<file path="config.mk">
export PLATFORM = sky130hd
export DESIGN_NAME = cdps_top
export DESIGN_NICKNAME = d
export VERILOG_FILES = /design/src/include/cdps_pkg.sv /design/src/cdps_pin_sync.sv /design/src/cdps_top.sv
export SDC_FILE = /design/constraint.sdc
export NUM_CORES = 1
export LEC_CHECK = 0
export ABC_AREA = 1
export BUFFER_PORTS_ARGS = -buffer_cell sky130_fd_sc_hd__buf_4
export CORE_UTILIZATION = 30
export CTS_CLUSTER_SIZE = 12
export DETAILED_ROUTE_END_ITERATION = 10
export HOLD_SLACK_MARGIN = 0.15
export PLACE_DENSITY = 0.51
export REMOVE_ABC_BUFFERS = 1
export SLEW_MARGIN = 20
export SYNTH_ARGS = -nofsm -noshare
export SYNTH_HDL_FRONTEND = slang
export SYNTH_SLANG_ARGS = --single-unit
export TNS_END_PERCENT = 10
</file>
<file path="constraint.sdc">
create_clock -name clock_in -period 3.4 [get_ports clock_in]
set_input_delay 0.34 -clock clock_in [delete_from_list [all_inputs] [get_ports clock_in]]
set_output_delay 0.34 -clock clock_in [all_outputs]
set_load 0.005 [all_outputs]
</file>
<file path="src/include/cdps_pkg.sv">
// Shared constants for the clock distribution power and delay control block
package cdps_pkg;

	// Serial control port framing
	localparam int          INSTR_BITS   = 16;
	localparam int          BYTE_BITS    = 8;
	localparam int          ADDR_W       = 13;
	localparam int          INSTR_RW_BIT = 15;
	localparam int          INSTR_W_MSB  = 14;
	localparam int          INSTR_W_LSB  = 13;
	localparam logic [3:0]  INSTR_LAST   = 4'hF;
	localparam logic [3:0]  BYTE_LAST    = 4'h7;

	// Register offsets
	localparam logic [12:0] OFS_PORT_CFG   = 13'h0000;
	localparam logic [12:0] OFS_PLL_PD     = 13'h000A;
	localparam logic [12:0] OFS_RAMP_A     = 13'h0035;
	localparam logic [12:0] OFS_FINE_A     = 13'h0036;
	localparam logic [12:0] OFS_RAMP_B     = 13'h0039;
	localparam logic [12:0] OFS_FINE_B     = 13'h003A;
	localparam logic [12:0] OFS_OUT_PD     = 13'h0044;
	localparam logic [12:0] OFS_OUT_LEVEL  = 13'h0045;
	localparam logic [12:0] OFS_FUNC_DIST  = 13'h0058;
	localparam logic [12:0] OFS_UPDATE     = 13'h005A;

	// Storage indices of the shadowed registers
	localparam int          REG_COUNT      = 9;
	localparam logic [3:0]  IDX_PORT_CFG   = 4'h0;
	localparam logic [3:0]  IDX_PLL_PD     = 4'h1;
	localparam logic [3:0]  IDX_RAMP_A     = 4'h2;
	localparam logic [3:0]  IDX_FINE_A     = 4'h3;
	localparam logic [3:0]  IDX_RAMP_B     = 4'h4;
	localparam logic [3:0]  IDX_FINE_B     = 4'h5;
	localparam logic [3:0]  IDX_OUT_PD     = 4'h6;
	localparam logic [3:0]  IDX_OUT_LEVEL  = 4'h7;
	localparam logic [3:0]  IDX_FUNC_DIST  = 4'h8;
	localparam logic [3:0]  IDX_NONE       = 4'hF;

	// Reset values
	localparam logic [7:0]  REG_RESET      = 8'h00;

	// Field positions
	localparam int          PORT_SDO_EN_BIT = 7;
	localparam int          UPDATE_BIT      = 0;
	localparam int          DIST_PD_BIT     = 3;
	localparam int          FUNC_MSB        = 6;
	localparam int          FUNC_LSB        = 5;
	localparam int          RAMP_MSB        = 2;
	localparam int          RAMP_LSB        = 0;
	localparam int          CAP_MSB         = 5;
	localparam int          CAP_LSB         = 3;
	localparam int          FINE_MSB        = 5;
	localparam int          FINE_LSB        = 1;
	localparam int          PECL_MSB        = 3;
	localparam int          PECL_LSB        = 0;
	localparam int          LVDS_MSB        = 7;
	localparam int          LVDS_LSB        = 4;
	localparam int          PLL_MSB         = 1;
	localparam int          PLL_LSB         = 0;

	// Function pin assignment code for sleep
	localparam logic [1:0]  FUNC_SLEEP      = 2'h2;

	// PLL power-down field codes
	localparam logic [1:0]  PLL_NORMAL_0    = 2'h0;
	localparam logic [1:0]  PLL_ASYNC_PD    = 2'h1;
	localparam logic [1:0]  PLL_NORMAL_1    = 2'h2;
	localparam logic [1:0]  PLL_SYNC_PD     = 2'h3;

	// Serial port phases
	typedef enum logic [0:0] {
		PH_INSTR,
		PH_DATA
	} cdps_phase_t;

endpackage

</file>
<file path="src/cdps_pin_sync.sv">
// Three-stage pin synchroniser with agreement filter
`timescale 1ns/1ps
`default_nettype none

module cdps_pin_sync #(
	parameter logic INIT = 1'b0
) (
	// Clock and reset
	input  wire logic clock_in,
	input  wire logic nrst_in,
	// Pin side
	input  wire logic pin_in,
	// Synchronised level
	output logic      level_out
);

	logic stage1_ff;
	logic stage2_ff;
	logic stage3_ff;

	// Only stage two reads stage one; metastability stays in the chain
	always_ff @(posedge clock_in)
	begin
		if (!nrst_in)
		begin
			stage1_ff <= INIT;
			stage2_ff <= INIT;
			stage3_ff <= INIT;
		end
		else
		begin
			stage1_ff <= pin_in;
			stage2_ff <= stage1_ff;
			stage3_ff <= stage2_ff;
		end
	end

	// A change counts once stages two and three agree
	always_ff @(posedge clock_in)
	begin
		if (!nrst_in)
			level_out <= INIT;
		else if (stage2_ff == stage3_ff)
			level_out <= stage3_ff;
	end

endmodule

`default_nettype wire

</file>
<file path="src/cdps_top.sv">
// Power-down, sleep and delay control of the clock distribution device
`timescale 1ns/1ps
`default_nettype none

module cdps_top (
	// Clock and reset
	input  wire logic       clock_in,
	input  wire logic       nrst_in,
	// Serial control port pins
	input  wire logic       sclk_in,
	input  wire logic       csb_in,
	input  wire logic       sdio_in,
	output logic            sdio_out,
	output logic            sdio_oe_out,
	output logic            sdo_out,
	output logic            sdo_oe_out,
	// Function pin and charge pump
	input  wire logic       chip_sleep_request_in,
	input  wire logic       cp_event_in,
	// Power state
	output logic            sleep_out,
	output logic            pll_power_down_out,
	output logic            clocks_off_out,
	output logic            dividers_off_out,
	output logic            distribution_power_down_out,
	output logic [3:0]      lvpecl_enable_out,
	output logic [3:0]      lvpecl_safe_off_out,
	output logic [3:0]      lvds_cmos_enable_out,
	output logic [3:0]      cmos_select_out,
	// Delay element of delayed_output_a
	output logic [3:0]      delay_a_ramp_units_out,
	output logic [2:0]      delay_a_cap_count_out,
	output logic [4:0]      delay_a_fine_out,
	// Delay element of delayed_output_b
	output logic [3:0]      delay_b_ramp_units_out,
	output logic [2:0]      delay_b_cap_count_out,
	output logic [4:0]      delay_b_fine_out
);

	// Synchronised pin levels
	logic                   sclk_lvl;
	logic                   csb_lvl;
	logic                   sdio_lvl;
	logic                   sleep_pin_lvl;
	logic                   sclk_prev_ff;
	logic                   sclk_rise;
	logic                   sclk_fall;

	// Serial port state
	cdps_pkg::cdps_phase_t  phase_ff;
	logic [3:0]             bit_cnt_ff;
	logic [15:0]            shift_ff;
	logic                   read_ff;
	logic [1:0]             bytes_left_ff;
	logic [12:0]            addr_ff;
	logic [7:0]             rd_shift_ff;
	logic                   wr_en_ff;
	logic [12:0]            wr_addr_ff;
	logic [7:0]             wr_data_ff;
	logic                   update_ff;
	logic [15:0]            instr;
	logic [7:0]             byte_in;
	logic [12:0]            next_addr;

	// Register storage
	logic [7:0]             shadow_ff [cdps_pkg::REG_COUNT];
	logic [7:0]             active_ff [cdps_pkg::REG_COUNT];
	logic                   pll_pd_ff;
	logic                   pll_pend_ff;
	logic                   sleep_ff;
	logic [1:0]             nxt_pll_mode;

	// Maps an address onto a storage index, IDX_NONE when unmapped
	function automatic logic [3:0] reg_index(input logic [12:0] a);
		logic [3:0] idx;
		idx = cdps_pkg::IDX_NONE;
		unique case (a)
			cdps_pkg::OFS_PORT_CFG:  idx = cdps_pkg::IDX_PORT_CFG;
			cdps_pkg::OFS_PLL_PD:    idx = cdps_pkg::IDX_PLL_PD;
			cdps_pkg::OFS_RAMP_A:    idx = cdps_pkg::IDX_RAMP_A;
			cdps_pkg::OFS_FINE_A:    idx = cdps_pkg::IDX_FINE_A;
			cdps_pkg::OFS_RAMP_B:    idx = cdps_pkg::IDX_RAMP_B;
			cdps_pkg::OFS_FINE_B:    idx = cdps_pkg::IDX_FINE_B;
			cdps_pkg::OFS_OUT_PD:    idx = cdps_pkg::IDX_OUT_PD;
			cdps_pkg::OFS_OUT_LEVEL: idx = cdps_pkg::IDX_OUT_LEVEL;
			cdps_pkg::OFS_FUNC_DIST: idx = cdps_pkg::IDX_FUNC_DIST;
			default:                 idx = cdps_pkg::IDX_NONE;
		endcase
		return idx;
	endfunction

	// Readback comes from the shadow copy; unmapped and update read zero
	function automatic logic [7:0] read_byte(input logic [12:0] a);
		logic [3:0] idx;
		idx = reg_index(a);
		if (idx == cdps_pkg::IDX_NONE)
			return cdps_pkg::REG_RESET;
		return shadow_ff[idx];
	endfunction

	// Capacitor count is the number of zero bits plus one
	function automatic logic [2:0] cap_count(input logic [2:0] bits);
		return 3'(1) + 3'(!bits[0]) + 3'(!bits[1]) + 3'(!bits[2]);
	endfunction

	// Ramp current in 200 uA units is the code plus one
	function automatic logic [3:0] ramp_units(input logic [2:0] code);
		return {1'b0, code} + 4'h1;
	endfunction

	// Pin synchronisers
	cdps_pin_sync #(.INIT(1'b0)) u_sync_sclk (
		.clock_in  (clock_in),
		.nrst_in   (nrst_in),
		.pin_in    (sclk_in),
		.level_out (sclk_lvl)
	);

	cdps_pin_sync #(.INIT(1'b1)) u_sync_csb (
		.clock_in  (clock_in),
		.nrst_in   (nrst_in),
		.pin_in    (csb_in),
		.level_out (csb_lvl)
	);

	cdps_pin_sync #(.INIT(1'b0)) u_sync_sdio (
		.clock_in  (clock_in),
		.nrst_in   (nrst_in),
		.pin_in    (sdio_in),
		.level_out (sdio_lvl)
	);

	cdps_pin_sync #(.INIT(1'b1)) u_sync_sleep (
		.clock_in  (clock_in),
		.nrst_in   (nrst_in),
		.pin_in    (chip_sleep_request_in),
		.level_out (sleep_pin_lvl)
	);

	// Serial clock edge detection on the filtered level
	always_ff @(posedge clock_in)
	begin
		if (!nrst_in)
			sclk_prev_ff <= 1'b0;
		else
			sclk_prev_ff <= sclk_lvl;
	end

	assign sclk_rise = sclk_lvl && !sclk_prev_ff && !csb_lvl;
	assign sclk_fall = !sclk_lvl && sclk_prev_ff && !csb_lvl;
	assign instr     = {shift_ff[14:0], sdio_lvl};
	assign byte_in   = {shift_ff[6:0], sdio_lvl};
	// Multibyte transfers walk downward through the map
	assign next_addr = addr_ff - 13'h0001;

	// Serial port framing; runs regardless of sleep
	// port stays active
	always_ff @(posedge clock_in)
	begin
		if (!nrst_in)
		begin
			phase_ff      <= cdps_pkg::PH_INSTR;
			bit_cnt_ff    <= 4'h0;
			shift_ff      <= 16'h0000;
			read_ff       <= 1'b0;
			bytes_left_ff <= 2'h0;
			addr_ff       <= 13'h0000;
			rd_shift_ff   <= 8'h00;
			sdio_out      <= 1'b0;
			sdo_out       <= 1'b0;
		end
		else if (csb_lvl)
		begin
			// Stalling off a byte boundary abandons the transfer
			if (bit_cnt_ff != 4'h0)
			begin
				phase_ff   <= cdps_pkg::PH_INSTR;
				bit_cnt_ff <= 4'h0;
			end
		end
		else if (sclk_rise)
		begin
			shift_ff <= instr;
			if (phase_ff == cdps_pkg::PH_INSTR)
			begin
				bit_cnt_ff <= bit_cnt_ff + 4'h1;
				if (bit_cnt_ff == cdps_pkg::INSTR_LAST)
				begin
					phase_ff      <= cdps_pkg::PH_DATA;
					bit_cnt_ff    <= 4'h0;
					read_ff       <= instr[cdps_pkg::INSTR_RW_BIT];
					bytes_left_ff <= instr[cdps_pkg::INSTR_W_MSB:
						cdps_pkg::INSTR_W_LSB];
					addr_ff       <= instr[cdps_pkg::ADDR_W-1:0];
					rd_shift_ff   <= read_byte(instr[cdps_pkg::ADDR_W-1:0]);
				end
			end
			else
			begin
				bit_cnt_ff <= bit_cnt_ff + 4'h1;
				if (bit_cnt_ff == cdps_pkg::BYTE_LAST)
				begin
					bit_cnt_ff    <= 4'h0;
					addr_ff       <= next_addr;
					bytes_left_ff <= bytes_left_ff - 2'h1;
					rd_shift_ff   <= read_byte(next_addr);
					if (bytes_left_ff == 2'h0)
						phase_ff <= cdps_pkg::PH_INSTR;
				end
			end
		end
		else if (sclk_fall && phase_ff == cdps_pkg::PH_DATA && read_ff)
		begin
			// Read data changes on the falling edge, MSB first
			sdio_out    <= rd_shift_ff[7];
			sdo_out     <= rd_shift_ff[7];
			rd_shift_ff <= {rd_shift_ff[6:0], 1'b0};
		end
	end

	// Pin drive: 3-wire reads use SDIO; in 4-wire mode SDO is driven whenever CSB is low, read or write
	always_ff @(posedge clock_in)
	begin
		if (!nrst_in)
		begin
			sdio_oe_out <= 1'b0;
			sdo_oe_out  <= 1'b0;
		end
		else
		begin
			sdio_oe_out <= !csb_lvl && read_ff
				&& phase_ff == cdps_pkg::PH_DATA
				&& !shadow_ff[cdps_pkg::IDX_PORT_CFG]
					[cdps_pkg::PORT_SDO_EN_BIT];
			sdo_oe_out  <= !csb_lvl
				&& shadow_ff[cdps_pkg::IDX_PORT_CFG]
					[cdps_pkg::PORT_SDO_EN_BIT];
		end
	end

	// One-cycle write strobe per completed data byte
	always_ff @(posedge clock_in)
	begin
		if (!nrst_in)
		begin
			wr_en_ff   <= 1'b0;
			wr_addr_ff <= 13'h0000;
			wr_data_ff <= 8'h00;
		end
		else
		begin
			wr_en_ff   <= !csb_lvl && sclk_rise && !read_ff
				&& phase_ff == cdps_pkg::PH_DATA
				&& bit_cnt_ff == cdps_pkg::BYTE_LAST;
			wr_addr_ff <= addr_ff;
			wr_data_ff <= byte_in;
		end
	end

	// Shadow buffer takes every mapped write; the port config acts at once
	// writes go to shadow
	always_ff @(posedge clock_in)
	begin
		if (!nrst_in)
		begin
			for (int i = 0; i < cdps_pkg::REG_COUNT; i++)
				shadow_ff[i] <= cdps_pkg::REG_RESET;
		end
		else if (wr_en_ff && reg_index(wr_addr_ff) != cdps_pkg::IDX_NONE)
			shadow_ff[reg_index(wr_addr_ff)] <= wr_data_ff;
	end

	// Update bit is a self-clearing strobe; it never stores
	always_ff @(posedge clock_in)
	begin
		if (!nrst_in)
			update_ff <= 1'b0;
		else
			update_ff <= wr_en_ff && wr_addr_ff == cdps_pkg::OFS_UPDATE
				&& wr_data_ff[cdps_pkg::UPDATE_BIT];
	end

	// Active copy moves as a whole so all pending changes land together
	// update transfer
	always_ff @(posedge clock_in)
	begin
		if (!nrst_in)
		begin
			for (int i = 0; i < cdps_pkg::REG_COUNT; i++)
				active_ff[i] <= cdps_pkg::REG_RESET;
		end
		else if (update_ff)
		begin
			for (int i = 0; i < cdps_pkg::REG_COUNT; i++)
				active_ff[i] <= shadow_ff[i];
		end
	end

	// Sleep follows the function pin only while it is assigned to sleep
	// pin low means sleep
	always_ff @(posedge clock_in)
	begin
		if (!nrst_in)
			sleep_ff <= 1'b0;
		else
			sleep_ff <= !sleep_pin_lvl
				&& active_ff[cdps_pkg::IDX_FUNC_DIST]
					[cdps_pkg::FUNC_MSB:cdps_pkg::FUNC_LSB]
					== cdps_pkg::FUNC_SLEEP;
	end

	assign nxt_pll_mode = shadow_ff[cdps_pkg::IDX_PLL_PD]
		[cdps_pkg::PLL_MSB:cdps_pkg::PLL_LSB];

	// PLL power-down modes; the event input comes from same-clock logic
	// mode decode
	always_ff @(posedge clock_in)
	begin
		if (!nrst_in)
		begin
			pll_pd_ff   <= 1'b0;
			pll_pend_ff <= 1'b0;
		end
		else if (update_ff)
		begin
			unique case (nxt_pll_mode)
				cdps_pkg::PLL_ASYNC_PD:
				begin
					pll_pd_ff   <= 1'b1;
					pll_pend_ff <= 1'b0;
				end
				cdps_pkg::PLL_SYNC_PD:
				begin
					pll_pend_ff <= !pll_pd_ff;
				end
				cdps_pkg::PLL_NORMAL_0,
				cdps_pkg::PLL_NORMAL_1:
				begin
					pll_pd_ff   <= 1'b0;
					pll_pend_ff <= 1'b0;
				end
			endcase
		end
		else if (pll_pend_ff && cp_event_in)
		begin
			pll_pd_ff   <= 1'b1;
			pll_pend_ff <= 1'b0;
		end
	end

	// Power outputs; sleep overrides the PLL and output enable modes without altering them
	// sleep shutdown
	always_ff @(posedge clock_in)
	begin
		if (!nrst_in)
		begin
			sleep_out                   <= 1'b0;
			pll_power_down_out          <= 1'b0;
			clocks_off_out              <= 1'b0;
			dividers_off_out            <= 1'b0;
			distribution_power_down_out <= 1'b0;
			lvpecl_enable_out           <= 4'h0;
			lvpecl_safe_off_out         <= 4'h0;
			lvds_cmos_enable_out        <= 4'h0;
			cmos_select_out             <= 4'h0;
		end
		else
		begin
			sleep_out          <= sleep_ff;
			pll_power_down_out <= pll_pd_ff || sleep_ff;
			clocks_off_out     <= sleep_ff;
			dividers_off_out   <= sleep_ff;
			distribution_power_down_out <=
				active_ff[cdps_pkg::IDX_FUNC_DIST][cdps_pkg::DIST_PD_BIT];
			// Safe-off bias is lost once distribution bias is removed
			lvpecl_safe_off_out <= (sleep_ff
				&& !active_ff[cdps_pkg::IDX_FUNC_DIST]
					[cdps_pkg::DIST_PD_BIT]) ? 4'hF : 4'h0;
			lvpecl_enable_out <= sleep_ff ? 4'h0 :
				~active_ff[cdps_pkg::IDX_OUT_PD]
					[cdps_pkg::PECL_MSB:cdps_pkg::PECL_LSB];
			lvds_cmos_enable_out <= sleep_ff ? 4'h0 :
				~active_ff[cdps_pkg::IDX_OUT_PD]
					[cdps_pkg::LVDS_MSB:cdps_pkg::LVDS_LSB];
			cmos_select_out <= active_ff[cdps_pkg::IDX_OUT_LEVEL]
				[cdps_pkg::LVDS_MSB:cdps_pkg::LVDS_LSB];
		end
	end

	// Delay codes come only from the active copy, so one update moves all
	// delay registers
	always_ff @(posedge clock_in)
	begin
		if (!nrst_in)
		begin
			delay_a_ramp_units_out <= 4'h0;
			delay_a_cap_count_out  <= 3'h0;
			delay_a_fine_out       <= 5'h00;
			delay_b_ramp_units_out <= 4'h0;
			delay_b_cap_count_out  <= 3'h0;
			delay_b_fine_out       <= 5'h00;
		end
		else
		begin
			delay_a_ramp_units_out <= ramp_units(active_ff
				[cdps_pkg::IDX_RAMP_A][cdps_pkg::RAMP_MSB:cdps_pkg::RAMP_LSB]);
			delay_b_ramp_units_out <= ramp_units(active_ff
				[cdps_pkg::IDX_RAMP_B][cdps_pkg::RAMP_MSB:cdps_pkg::RAMP_LSB]);
			delay_a_cap_count_out <= cap_count(active_ff
				[cdps_pkg::IDX_RAMP_A][cdps_pkg::CAP_MSB:cdps_pkg::CAP_LSB]);
			delay_b_cap_count_out <= cap_count(active_ff
				[cdps_pkg::IDX_RAMP_B][cdps_pkg::CAP_MSB:cdps_pkg::CAP_LSB]);
			delay_a_fine_out <= active_ff[cdps_pkg::IDX_FINE_A]
				[cdps_pkg::FINE_MSB:cdps_pkg::FINE_LSB];
			delay_b_fine_out <= active_ff[cdps_pkg::IDX_FINE_B]
				[cdps_pkg::FINE_MSB:cdps_pkg::FINE_LSB];
		end
	end

endmodule

`default_nettype wire

</file>
# After elaboration in Yosys (flattened, before gate mapping)
# Memories as Yosys holds them, arrays and structs flattened. A register that Yosys moved wholly into a read port is not among the register bits.
# Index checks and enable logic that the tools add are counted.
classes:
  n_bitwise: 15
  eq_ne: 43
  reduce_logical: 59
  add_sub_neg: 11
  n_mux: 82
op_table:
  columns: ["operator", "count"]
  rows:
  - ["13-bit by 6-bit == test with 1-bit output, second input constant", 12]
  - ["8-bit two-way mux", 19]
  - ["13-bit by 7-bit == test with 1-bit output, second input constant", 10]
  - ["4-bit case mux with 9 select lines", 3]
  - ["4-bit two-way mux", 21]
  - ["13-bit by 4-bit == test with 1-bit output, second input constant", 3]
  - ["13-bit logical NOT", 3]
  - ["13-bit two-way mux", 3]
  - ["1-bit two-way mux", 31]
  - ["1-bit logical AND", 20]
  - ["1-bit logical NOT", 17]
  - ["13-bit by 1-bit subtractor with 13-bit output, second input constant", 1]
  - ["4-bit == test, second input constant", 3]
  - ["4-bit AND reduction", 3]
  - ["1-bit bitwise OR", 9]
  - ["3-bit by 1-bit adder with 4-bit output, second input constant", 2]
  - ["4-bit NOT", 2]
  - ["2-bit nonzero test", 4]
  - ["8-bit OR reduction", 1]
  - ["2-bit by 1-bit adder with 3-bit output", 2]
  - ["3-bit by 1-bit adder with 3-bit output", 2]
  - ["2-bit == test, second input constant", 3]
  - ["2-bit two-way mux", 3]
  - ["3-bit by 1-bit != test with 1-bit output, second input constant", 2]
  - ["19 further kinds", 31]
word_totals:
  ram_bits: 144
  in_bits: 7
  regBits: 119
  word_cells: 256
  mem_count: 2
  out_inout_bits: 49
memory_table:
  columns: ["memory", "depth", "width", "read_ports", "rd_ports_with_merged_regs", "wr", "line", "text"]
  rows:
  - ["active_ff", 9, 8, 7, 3, 9, "cdps_top.sv:67", "logic [7:0] active_ff [cdps_pkg::REG_COUNT];"]
  - ["shadow_ff", 9, 8, 11, 0, 9, "cdps_top.sv:66", "logic [7:0] shadow_ff [cdps_pkg::REG_COUNT];"]

# Depth between registers and ports, before layout
depth:
  ltp_word: 19
  ltp_mapped: 25
  depth_no_buf: 24

# Modules after synthesis
# A second synthesis with hierarchy kept.
unflattened:
  cells_unflattened: 1510
  hier_area_um2: 12463.2
by_module_without_submodules:
  columns: ["module", "area_per_inst_um2", "cells_each", "instances", "seq_area_each_um2"]
  rows:
  - ["cdps_top", 11962.7, 1450, 1, 6396.1]
  - ["cdps_pin_sync (u_sync_csb ...)", 133.9, 17, 2, 80.1]
  - ["cdps_pin_sync (u_sync_sclk ...)", 116.4, 13, 2, 80.1]

# Worst setup path before layout
# OpenSTA, ideal clock, no wires.
synth_timing:
  path_kind: "register to register"
  from: "register addr_ff[0]"
  to: "register rd_shift_ff[0]"
  synth_period_minus_slack_ps: 2633
  slack_ps: 767
  setup_time_ps: 132
  n_path_buf: 2
  stages_incl_launch_ff: 22
  arrival_time_ps: 2501
  path_cell_list: "dfxtp_1 -> inv_1 -> ha_1 -> nand2_1 -> nor2_2 -> nand2_1 -> nand2_1 -> inv_1 -> nor2_1 -> nand2_1 -> nor3_4 -> nor2_4 -> nand3_4 -> nand2_4 -> buf_6 -> buf_6 -> a21oi_1 -> o21ai_1 -> a21oi_1 -> nand2_1 -> nand2_1 -> a21oi_1"
synth_between:
  elab_chain_cells: 19
  word_cells_on_any_way: 28
  cone_classes: "1 x add/sub; 9 x eq/ne; 16 x mux; 1 x reduce/logical; 1 x memory"
synth_lines:
  columns: ["item", "line", "text"]
  rows:
  - ["start: declaration", "cdps_top.sv:55", "logic [12:0] addr_ff;"]
  - ["start signal: assignment", "cdps_top.sv:194", "addr_ff <= instr[cdps_pkg::ADDR_W-1:0];"]
  - ["start signal: assignment", "cdps_top.sv:204", "addr_ff <= next_addr;"]
  - ["13-bit by 1-bit subtractor with 13-bit output *", "cdps_top.sv:154", "assign next_addr = addr_ff - 13'h0001;"]
  - ["13-bit by 7-bit == test with 1-bit output, or another cell as far along", "cdps_top.sv:77", "unique case (a)"]
  - ["4-bit case mux with 9 select lines *", "cdps_top.sv:77", null]
  - ["4-bit two-way mux *", "cdps_top.sv:201", "if (bit_cnt_ff == cdps_pkg::BYTE_LAST)"]
  - ["4-bit two-way mux *", "cdps_top.sv:184", "if (phase_ff == cdps_pkg::PH_INSTR)"]
  - ["4-bit two-way mux *", "cdps_top.sv:181", "else if (sclk_rise)"]
  - ["4-bit two-way mux *", "cdps_top.sv:172", "else if (csb_lvl)"]
  - ["4-bit two-way mux *", "cdps_top.sv:160", "if (!nrst_in)"]
  - ["(+3 left out)", null, null]
  - ["1-bit two-way mux", "cdps_top.sv:184", null]
  - ["1-bit two-way mux", "cdps_top.sv:181", null]
  - ["1-bit two-way mux", "cdps_top.sv:172", null]
  - ["1-bit two-way mux", "cdps_top.sv:160", null]
  - ["8-bit two-way mux *", "cdps_top.sv:98", "return shadow_ff[idx];"]
  - ["8-bit two-way mux *", "cdps_top.sv:201", null]
  - ["8-bit two-way mux *", "cdps_top.sv:184", null]
  - ["8-bit two-way mux *", "cdps_top.sv:181", null]
  - ["end signal: assignment", "cdps_top.sv:195", "rd_shift_ff <= read_byte(instr[cdps_pkg::ADDR_W-1:0]);"]
  - ["end signal: assignment", "cdps_top.sv:206", "rd_shift_ff <= read_byte(next_addr);"]
  - ["end signal: assignment", "cdps_top.sv:217", "rd_shift_ff <= {rd_shift_ff[6:0], 1'b0};"]
  - ["end: declaration", "cdps_top.sv:56", "logic [7:0] rd_shift_ff;"]
# Mark *: on every way between the ends. The rest lies on a longest branch, timed or not. The select of a mux whose other input is x is not followed.
# A chain may end at the register's enable or synchronous reset.

# Final worst setup path
layout_timing:
  from: "register addr_ff[1]"
  to: "register rd_shift_ff[3]"
# Same word-level chain as after synthesis.

==> out/results.ini <==
[pwr]
peakVddDrop_uv=296
power_density_mw_per_mm2=480
leakage_nw=7.06

[clock_network]
clkSinkCount=291
clock_latency_ps=550
htreeDepth=2
cts_root_buf=clkbuf_16
path_clk_slew_ps=60
cts-buffers-inserted=36
cts_tree=yes
clk_path_buf_depth=3

[floorplanning]
die_w_um=216
fp.dieH_um=216
rows=77
dieArea_mm2=0.0465
initial_core_util=0.307
ios=56
core_mm2=0.0446

[detailed_routing]
met3WireLength_um=2500
wl_met1_um=19300
drt_iter0_markers=932
drtPass1Iterations=5
antenna_left=0
vias=11500
drc=0
via_per_inst=4.81
wire_per_inst_um=17.6
route.final.wire_length_um=42100
routed-wl-met2_um=19200
highest_layer=met5

[cells_and_area]
final_cells=2397
drive_gt1_frac=0.118
antennaDiodeCount=0
final_common_cell=nand2_1
layout_common_cells=351 x nand2_1, 260 x nand3_1, 206 x inv_1, 187 x nor2_1, 161 x edfxtp_1
area_growth_syn_to_layout_pct=19.7
nets=1800
design_area_mm2=0.0164

[global_route]
grt_max_degree=48
grt_pass1_wl_um=63900
grt_overflow=0
gr-usage-all-layers=0.180
grt_pass1_vias=11000
grt_antenna_before_repair=1

[critical_path]
reg2reg_slack_ps=240
crit_path_start_kind=flop
arrival_ps=3610
reg2regPathDepth=19
r2r-start=addr_ff[1]
r2r_end=rd_shift_ff[3]
path_max_fanout=23
cp-end-kind=flop
critPathRequiredTime_ps=3840
crit_type=flop to flop

[sta]
final.setup.worst_slack_ps=235
min_period_over_period=0.931
fmax_mhz=316
setup_tns_ps=0
worst_pin_slew_ps=769
final-setup-viol-count=0
max_slew_margin=0.485
finalHoldViolCount=0
slew_viol_final=0
grt_setup_unrepaired=yes
fin_crit_ps=3160
finClkSkew_ps=24.8

[hold_path]
min_to=lvds_cmos_enable_out[3]
hold_start=active_ff[6][7]
hold_depth=1
hold_class=flop to flop

[place]
place_area_mm2=0.0151
place_ws_ps=114
port_buffers=55
place_congestion=0.881
dp_cells=2319
dp.final_hpwl_um=29800

[synth]
synthTopCellsByArea=edfxtp_1 35%, dfxtp_1 19%, nand2_1 9.6%
yosysWarnings=0
synth_flop_cell=edfxtp_1
async_reset_ff_frac=0
avgSynthCellArea_um2=8.28
syn_inst=1653
yosys_register_bits=291
yosys.area.top_type=edfxtp_1
ys_seq_area_frac=0.543
synth.distinct_cells=44
synth.top_cell.area_share=0.353
syn-cell-area_mm2=0.0137
synth_edf_count=161

[job]
max_cap_viol_count=0

[run_status]
status=complete, no violations

[cell usage after synthesis (6+ instances only)]
master    number
nand4_1       11
ha_1          15
dfxtp_1      130
nand2_2        7
o211ai_1      23
edfxtp_1     161
nor3_1        17
a21oi_1       61
inv_1        208
or2_2          6
nor4_1         6
o21ai_0       42
buf_2         23
nor2_1       193
clkinv_1       9
nand3b_1      11
buf_4          9
a22oi_1        7
o22ai_1       11
inv_2          9
nor2_2         6
nand3_1      261
clkbuf_1      31
nand2_1      352
[timing repair]
action                                  4_1_cts  5_1_grt
endpoints found under the setup margin        0        8
resized for setup                             0       26
setup buffers                                 0        6
hold buffers                                  6        0
endpoints found under the hold margin         9        0
[cell type report]
type,instances,area (µm²)
Clock buffer,52,1030
Clock inverter,13,114
Fill cell,4643,28200
Inverter,226,856
Multi-Input combinational cell,1116,5310
Sequential cell,291,7440
Tap cell,592,741
Timing Repair Buffer,107,908
[worst max path at each step]
stage | startpoint | to | slack, ps
floorplan | shift_ff[8] | rd_shift_ff[5] | -840
global placement | addr_ff[0] | rd_shift_ff[6] | 180
detailed placement | addr_ff[0] | rd_shift_ff[6] | 110
CTS | addr_ff[0] | rd_shift_ff[6] | 100
global route | addr_ff[1] | rd_shift_ff[4] | -1
finish | addr_ff[1] | rd_shift_ff[3] | 240
[per-stage QoR]
| stage | utilization | total power [mW] | hold slack (ps) |
|---|---|---|---|
| after floorplan | - | 4.07 | 385 |
| after global placement | 0.338 | 4.22 | 390 |
| after detailed placement | 0.338 | 4.22 | 389 |
| after CTS | 0.365 | 7.98 | 396 |
| after global routing | 0.368 | 8.15 | 404 |
| final | 0.368 | 7.87 | 394 |
[registers in the layout, summed over array words and instances (netlist names), 2 cells and up]
| register | count |
|---|---|
| shadow_ff | 124 |
| active_ff | 37 |
| shift_ff | 15 |
| addr_ff | 13 |
| wr_addr_ff | 13 |
| rd_shift_ff | 8 |
| wr_data_ff | 8 |
| delay_a_fine_out | 5 |
| delay_b_fine_out | 5 |
| bit_cnt_ff | 4 |
| cmos_select_out | 4 |
| delay_a_ramp_units_out | 4 |
| delay_b_ramp_units_out | 4 |
| lvds_cmos_enable_out | 4 |
| lvpecl_enable_out | 4 |
| delay_a_cap_count_out | 3 |
| delay_b_cap_count_out | 3 |
| bytes_left_ff | 2 |
[routing by layer]
layer | up-vias | global-route usage
met5 | - | 0
met4 | 2 | 0.0610
met3 | 58 | 0.0316
met2 | 332 | 0.292
met1 | 5491 | 0.242
li1 | 5638 | -
[report_power, final]
group / switching [mW] / internal [mW] / total, mW
Combinational: 0.161 / 0.0985 / 0.259
Sequential: 0.0662 / 3.83 / 3.89
Clock: 1.53 / 2.19 / 3.72
Total: 1.76 / 6.12 / 7.87
[logic make-up after synthesis]
family | synth area share
and+or+nand+nor | 0.285
adders and majority gates | 0.0137
DFF | 0.543
xor gates and xnor gates | 0.00256
buffers and inverters | 0.0884
other | 0.000274
AOI/OAI and AO/OA | 0.0671
[worst max-delay path, stage by stage (launching register included)]
cell and delay, ps:
dfxtp_2 390, inv_1 80, ha_1 210, nand2_1 140, nor2_4 50, nand3_1 110, nand3_1 130, nor2_4 150
nand3_4 150, nor3_4 290, nor2_4 80, nand3_4 130, buf_6 270, nand2_1 130, inv_1 250, nand3_1 200
nand3_1 120, nand2_1 60, nand2_1 50, a21oi_1 50
(Power assumes the default switching activity.)
